<file path="src/core/mpdp_pkg.sv">
// Shared constants and carrier types for the nibble data port
package mpdp_pkg;

   // System clock and divided link clock rates
   localparam int CLK_SYS_KHZ   = 200000;
   localparam int CLK_PERIOD_PS = 5000;
   localparam int LINK_100_KHZ  = 25000;
   localparam int LINK_10_KHZ   = 2500;

   // Half periods of the link clocks in system cycles
   localparam logic [6:0] HALF_100_CYC = 7'(CLK_SYS_KHZ / (2 * LINK_100_KHZ));
   localparam logic [6:0] HALF_10_CYC  = 7'(CLK_SYS_KHZ / (2 * LINK_10_KHZ));

   // Heartbeat pulse length
   localparam int         HB_TIME_NS = 1000;
   localparam logic [7:0] HB_CYC     = 8'(HB_TIME_NS * 1000 / CLK_PERIOD_PS);

   // Receive buffer depth and reset values
   localparam logic [1:0] BUF_DEPTH  = 2'h2;
   localparam logic       LINK_CLK_RST = 1'h0;
   localparam logic [3:0] NIBBLE_RST   = 4'h0;

   // Nibble with its error mark
   typedef struct packed {
      logic [3:0] data;
      logic       err;
   } mpdp_nibble_t;

endpackage

</file>
<file path="src/core/mpdp_data_port.sv">
// Nibble data port of a 10/100 transceiver, facing the media access controller
`timescale 1ns/1ps

//Contract
// - The transmit clock toward the controller runs at 25 MHz at 100 Mb/s and 2.5 MHz at 10 Mb/s, divided from the reference.
// - The receive clock toward the controller runs at 25 MHz at 100 Mb/s and 2.5 MHz at 10 Mb/s.
// - Receive nibbles are driven as one four-bit value synchronous to the receive clock.
// - Receive data valid is high only while the receive nibble is valid, and the controller trusts data only then.
// - At 100 Mb/s receive error rises, synchronous to the receive clock, for an invalid symbol inside a packet.
// - Carrier sense is high whenever the receive medium is busy and low when it is idle.
// - In half duplex at either speed, collision is high while transmit and receive activity overlap.
// - At 10 Mb/s half duplex with heartbeat on, collision also pulses for about 1 us after each transmission.
// - In full duplex at either speed, collision stays low.
// - At 10 Mb/s full duplex no heartbeat pulse follows a transmission.
module mpdp_data_port
   import mpdp_pkg::*;
(
   // System
   input  wire logic         clk_sys,
   input  wire logic         rst,
   // Mode straps
   input  wire logic         speed100,
   input  wire logic         fullDuplex,
   input  wire logic         heartbeatEn,
   // Controller transmit side
   output logic              txClk,
   input  wire logic         txEn,
   input  wire logic [3:0]   txData,
   // Controller receive side
   output logic              rxClk,
   output logic              rxDv,
   output logic              rxEr,
   output logic [3:0]        rxData,
   output logic              crs,
   output logic              col,
   // Line transmit side
   output logic              lineTxValid,
   output logic [3:0]        lineTxData,
   // Line receive side
   input  wire logic         lineRxValid,
   output logic              lineRxReady,
   input  wire mpdp_nibble_t lineRxNibble,
   input  wire logic         lineCarrier
);

   logic [6:0]   divCnt_reg;
   logic         clkLvl_reg;
   logic         txEnS_reg;
   logic         lineTxValid_reg;
   logic [3:0]   lineTxData_reg;
   logic [7:0]   hbCnt_reg;
   logic         crs_reg;
   logic         col_reg;
   logic         rxDv_reg;
   logic         rxEr_reg;
   logic [3:0]   rxData_reg;
   mpdp_nibble_t bufMem_reg [2];
   logic         wrPtr_reg;
   logic         rdPtr_reg;
   logic [1:0]   count_reg;

   // Divider decode
   wire  [6:0]   halfCyc   = speed100 ? HALF_100_CYC : HALF_10_CYC;
   wire          halfEnd   = divCnt_reg >= (halfCyc - 7'h1);
   wire          riseTick  = halfEnd & ~clkLvl_reg;
   wire          fallTick  = halfEnd & clkLvl_reg;

   // Transmit and heartbeat decode
   wire          txEnd     = riseTick & txEnS_reg & ~txEn;
   wire          hbAllowed = ~speed100 & ~fullDuplex & heartbeatEn;
   wire          hbActive  = hbCnt_reg != 8'h00;

   // Buffer decode
   wire          bufEmpty  = count_reg == 2'h0;
   wire          push      = lineRxValid & lineRxReady;
   wire          pop       = fallTick & ~bufEmpty;
   mpdp_nibble_t bufHead;

   assign bufHead     = bufMem_reg[rdPtr_reg];
   assign lineRxReady = count_reg != BUF_DEPTH;
   assign txClk       = clkLvl_reg;
   assign rxClk       = clkLvl_reg;
   assign lineTxValid = lineTxValid_reg;
   assign lineTxData  = lineTxData_reg;
   assign rxDv        = rxDv_reg;
   assign rxEr        = rxEr_reg;
   assign rxData      = rxData_reg;
   assign crs         = crs_reg;
   assign col         = col_reg;

   // Link clock divider
   always_ff @(posedge clk_sys)
   begin
      if (rst)
      begin
         divCnt_reg <= 7'h00;
         clkLvl_reg <= LINK_CLK_RST;
      end
      else if (halfEnd)
      begin
         divCnt_reg <= 7'h00;
         clkLvl_reg <= ~clkLvl_reg;
      end
      else
      begin
         divCnt_reg <= divCnt_reg + 7'h01;
      end
   end

   // Transmit sampling on the rising link clock
   always_ff @(posedge clk_sys)
   begin
      if (rst)
      begin
         txEnS_reg       <= 1'h0;
         lineTxValid_reg <= 1'h0;
         lineTxData_reg  <= NIBBLE_RST;
      end
      else
      begin
         lineTxValid_reg <= riseTick & txEn;
         if (riseTick)
         begin
            txEnS_reg      <= txEn;
            lineTxData_reg <= txData;
         end
      end
   end

   // Heartbeat timer
   always_ff @(posedge clk_sys)
   begin
      if (rst)
         hbCnt_reg <= 8'h00;
      else if (txEnd && hbAllowed)
         hbCnt_reg <= HB_CYC;
      else if (hbActive)
         hbCnt_reg <= hbCnt_reg - 8'h01;
   end

   // Carrier sense and collision
   always_ff @(posedge clk_sys)
   begin
      if (rst)
      begin
         crs_reg <= 1'h0;
         col_reg <= 1'h0;
      end
      else
      begin
         crs_reg <= lineCarrier;
         col_reg <= ~fullDuplex & ((txEnS_reg & lineCarrier) | hbActive);
      end
   end

   // Two-entry receive buffer
   always_ff @(posedge clk_sys)
   begin
      if (rst)
      begin
         wrPtr_reg <= 1'h0;
         rdPtr_reg <= 1'h0;
         count_reg <= 2'h0;
      end
      else
      begin
         if (push)
         begin
            bufMem_reg[wrPtr_reg] <= lineRxNibble;
            wrPtr_reg             <= ~wrPtr_reg;
         end
         if (pop)
            rdPtr_reg <= ~rdPtr_reg;
         count_reg <= count_reg + {1'h0, push} - {1'h0, pop};
      end
   end

   // Receive outputs change on the falling link clock
   always_ff @(posedge clk_sys)
   begin
      if (rst)
      begin
         rxDv_reg   <= 1'h0;
         rxEr_reg   <= 1'h0;
         rxData_reg <= NIBBLE_RST;
      end
      else if (fallTick)
      begin
         rxDv_reg   <= ~bufEmpty;
         rxEr_reg   <= ~bufEmpty & bufHead.err & speed100;
         rxData_reg <= bufEmpty ? NIBBLE_RST : bufHead.data;
      end
   end
endmodule // mpdp_data_port

</file>
<file path="config.mk">
export PLATFORM = sky130hd
export DESIGN_NAME = mpdp_data_port
export DESIGN_NICKNAME = d
export VERILOG_FILES = /design/src/core/mpdp_pkg.sv /design/src/core/mpdp_data_port.sv
export SDC_FILE = /design/constraint.sdc
export NUM_CORES = 1
export LEC_CHECK = 0
export ABC_AREA = 1
export BUFFER_PORTS_ARGS = -buffer_cell sky130_fd_sc_hd__buf_2
export CORE_ASPECT_RATIO = 2
export CORE_MARGIN = 2
export CORE_UTILIZATION = 57
export CTS_CLUSTER_DIAMETER = 30
export DETAILED_ROUTE_END_ITERATION = 12
export PLACE_DENSITY_LB_ADDON = 0.12
export SKIP_CTS_REPAIR_TIMING = 1
export SKIP_LAST_GASP = 1
export SYNTH_ARGS = -nofsm -noshare
export SYNTH_HDL_FRONTEND = slang
export SYNTH_SLANG_ARGS = --single-unit
</file>
<file path="constraint.sdc">
create_clock -name clk_sys -period 5 [get_ports clk_sys]
set_clock_uncertainty 0.2 [all_clocks]
set_input_delay 0.75 -clock clk_sys [delete_from_list [all_inputs] [get_ports clk_sys]]
set_output_delay 0.75 -clock clk_sys [all_outputs]
set_load 0.02 [all_outputs]
</file>
Yosys cells after proc, flatten, opt, wreduce, memory -nomap -nowiden
Memories as Yosys holds them, arrays and structs flattened. A register that Yosys moved wholly into a read port is not among the register bits.
Cells that the tools add are included.
Storage, ports and cells
  memories: 1
  output and inout bits: 16
  bits in registers: 34
  memory bits (writable): 10
Operators by class
  magnitude comparators: 1
  multiplexer cells: 9
  bitwise gates (word level): 21
  equality and inequality tests: 1
  reductions and logical operators: 6
  $add $sub $neg: 5
Memory list
  bufMem_reg: depth 2, width 5, rd ports 1, clocked after memory_dff 1, write ports 1, line mpdp_data_port.sv:57  | mpdp_nibble_t bufMem_reg [2];
Operators with widths (count)
  8-bit two-way mux: 2
  1-bit bitwise AND: 13
  8-bit nonzero test: 1
  8-bit by 1-bit subtractor with 8-bit output, second input constant: 1
  7-bit by 1-bit adder with 7-bit output, second input constant: 1
  7-bit >= comparator: 1
  1-bit NOT: 7
  6-bit by 1-bit subtractor with 7-bit output, second input constant: 1
  6-bit two-way mux: 1
  1-bit two-way mux: 5
  4-bit two-way mux: 1
  2-bit OR reduction: 2
  2-bit by 1-bit adder with 2-bit output: 1
  2-bit zero test: 1
  2-bit != test, second input constant: 1
  2-bit nonzero test: 1
  2-bit by 1-bit subtractor with 2-bit output: 1
  1-bit logical AND: 1
  1-bit OR: 1

Logic depth before layout (Yosys ltp)
  depth after elaboration: 8
  mapped depth: 13
  mapped depth without buffers: 13

Worst setup path after synthesis
OpenSTA, ideal clock, no wires.
  path kind: input port to flip-flop
  start: input port speed100
  end: register count_reg[1]
  data required time: 4680 ps
  data arrival time: 2349 ps
  stages: 12
  buffers on the path: 0
  path slack: 2331 ps
  setup time: 120 ps
  cell sequence: ha_1 > or2_1 > nor2_4 > nand3_4 > nand3_1 > inv_1 > ha_1 > inv_1 > ha_1 > xor2_1 > o21ai_0 > a21oi_1
Between the ends
  cells in the longest elaborated chain, start to end: 6
Ends and longest elaborated chain
  start: declaration: line mpdp_data_port.sv:22  | input wire logic speed100,
  6-bit two-way mux: line mpdp_data_port.sv:63  | wire [6:0] halfCyc = speed100 ? HALF_100_CYC : HALF_10_CYC;
  6-bit by 1-bit subtractor with 7-bit output: line mpdp_data_port.sv:64  | wire halfEnd = divCnt_reg >= (halfCyc - 7'h1);
  7-bit >= comparator: line mpdp_data_port.sv:64
  1-bit bitwise AND: line mpdp_data_port.sv:66  | wire fallTick = halfEnd & clkLvl_reg;
  1-bit bitwise AND: line mpdp_data_port.sv:76  | wire pop = fallTick & ~bufEmpty;
  named net pop: line mpdp_data_port.sv:76
  2-bit by 1-bit subtractor with 2-bit output: line mpdp_data_port.sv:174  | count_reg <= count_reg + {1'h0, push} - {1'h0, pop};
  end signal: assignment: line mpdp_data_port.sv:174
  end: declaration: line mpdp_data_port.sv:60  | logic [1:0] count_reg;
The timed path passes the listed nets, and every way through them passes these cells.
A chain may end at the register's enable or synchronous reset.

Worst setup path in the final report
Same ends and word-level chain as after synthesis.

==> impl_metrics.ini <==
[placement]
numPlacedInstances = 292
hpwl_mm = 2.61
preCtsSetupSlack_ns = 1.98
gp_congestion = 0.830
port_buffers = 32

[routing]
drt-wirelength-per-cell_microns = 11.0
wl_mm = 3.30
first_iter_violations = 20
drt_first_pass_iters = 5
vias_per_cell = 5.26
ant_nets = 0
vias = 1579
route.detailed.drc = 0

[clock_network]
cts_buffer_depth = 2
cts_tree = yes
root_buffer = clkbuf_8
path_clk_slew_ns = 0.08
numCtsBuffers = 5
h-tree-depth = 2
clock_latency_ns = 0.29
cts.sink_count = 45

[global_route]
grt.total_usage_pct = 18.9
grt_max_degree = 21
grt_overflow_total = 0
grt_pass1_wl_mm = 5.47
antenna_found_initial = 0
grt_pass1_vias = 1403

[timing]
worst_slack_ns = 2.28
final_max_slew_viol_count = 0
max_freq_mhz = 367
post-route-period-util_pct = 54.4
worst_pin_slew_ns = 0.652
period_minus_slack_ns = 2.72
rsz0062_at_grt = no
final_hold_viol_count = 0
slew_headroom_pct = 56.2
setup_viol = 0
setup_tns_ns = 0

[synth]
synth.yosys.seq_area_share_pct = 51.5
async_flop_share_pct = 0
synth_edf_count = 10
synth_area_per_cell_sq_um = 8.33
synth_seq_cells = 45
synth.distinct_cells = 30
yosys.area.top_type = dfxtp_1
synth_fp_nets = 256
synth_area_leaders = dfxtp_1 36%, edfxtp_1 15%, nand2_1 9.3%
synth_flop_cell = dfxtp_1
synth_top_area_share_pct = 36.1
synth_cells = 233
ys.warnings.count = 0
syn_area_sq_um = 1940

[final_layout]
nets = 290
synthToLayoutAreaGrowth_pct = 14.7
layout-drive-gt1-share_pct = 19.0
stdcell_count = 300
largest_reg_flops = 10
nFillCells = 301
antennaDiodeCount = 0

[floorplanning]
die_area_sq_um = 3920
core_area_sq_um = 3340
num_rows = 30
num_io_pins = 33
die_height_microns = 86.5
initial_utilization_pct = 58.1
die_w_microns = 45.3

[min_path]
hold_class = reg -> reg
hold_depth = 2

[critical_path]
cp-end-kind = flop
cp_max_fo = 16
cp-start-kind = input port
arrival_ns = 2.71
worst-setup-path-type = in -> reg
r2r_cells = 13
cp.required_ns = 4.98

[run]
cap_viol_max_count = 0

[power]
p_leak_nw = 0.988
vdd_drop_max_v = 0.000328
powerDensity_nw_per_um2 = 415

[outcome]
status = complete, no violations
-- routing by layer --
metal / wire, microns / track usage (%) / vias up
met2: 1870 / 35.7 / 32
li1: - / - / 827
met5: 0 / 0 / -
met4: 58 / 7.22 / 0
met3: 113 / 4.38 / 6
met1: 1260 / 18.4 / 714
-- placed cells by master, fill, tap and decap left out, types with 3 or more instances in the layout --
master / count
nand2_1: 48
dfxtp_1: 35
buf_2: 32
nor2_1: 26
inv_1: 25
a21oi_1: 25
nand3_1: 19
edfxtp_1: 10
ha_1: 6
clkbuf_8: 6
nor3_1: 5
o21ai_0: 5
xor2_1: 5
nand2_2: 3
-- path summary, 6_finish.rpt --
check,endpoint,slack (ns),startpoint
hold reg to reg,rxData[3]$_SDFFE_PP0P_,0.26,rxData[3]$_SDFFE_PP0P_
hold / removal,rxData[3]$_SDFFE_PP0P_,0.26,rxData[3]$_SDFFE_PP0P_
setup / recovery,count_reg[1]$_SDFF_PP0_,2.28,speed100
setup reg to reg,count_reg[1]$_SDFF_PP0_,2.48,divCnt_reg[5]$_SDFF_PP0_
-- report_power, final --
| part | switching [mW] | internal [mW] |
|---|---|---|
| registers | 0.0229 | 0.409 |
| clock network | 0.111 | 0.163 |
| logic | 0.134 | 0.0840 |
| total | 0.268 | 0.656 |
-- final cells by class --
| type | instances | area, sq um | area share [%] |
|---|---|---|---|
| clock inverters | 1 | 30.0 | 1.35 |
| inverters | 27 | 101 | 4.55 |
| repair buffers | 32 | 160 | 7.19 |
| multi-input cells | 156 | 808 | 36.3 |
| clock buffers | 7 | 86.3 | 3.88 |
| flip-flops and latches | 45 | 1000 | 44.9 |
| well taps | 32 | 40.0 | 1.80 |
-- worst max-delay path, stage by stage --
cell and delay [ns]:
buf_2 0.12, ha_1 0.30, nand3_1 0.09, nand2_1 0.06, nand2_1 0.13, nand3_4 0.20
nand3_1 0.17, inv_1 0.06, ha_1 0.27, inv_1 0.04, ha_1 0.18, xor2_1 0.15
o21ai_0 0.15, a21oi_1 0.05
-- metrics by stage --
stage	hold WS [ns]	power [mW]	instance area (sq um)	util, %
2_1_floorplan	0.230	0.615	1940	-
3_3_place_gp	0.247	0.655	2110	63.2
3_5_place_dp	0.250	0.661	2110	63.2
4_1_cts	0.262	0.935	2230	66.7
5_1_grt	0.280	0.982	2230	66.7
6_report	0.260	0.923	2230	66.7
-- logic make-up after synthesis --
kind of cell	count (synthesis)	share of synthesized area [%]
flops	45	51.5
xor+xnor	5	2.26
fa+ha+maj	6	3.87
buf+inv	32	6.83
compound gates	32	8.51
simple gates	113	27.0
-- cell usage after synthesis, types with 2 or more instances --
master,instances
nand2_1,48
nor2_1,26
o21ai_0,5
nor2_4,2
nand3_1,19
nor3_1,5
inv_1,25
nand2_2,3
dfxtp_1,35
xor2_1,5
inv_2,2
ha_1,6
nand4_1,2
a21oi_1,25
edfxtp_1,10
(Power assumes the default switching activity.)
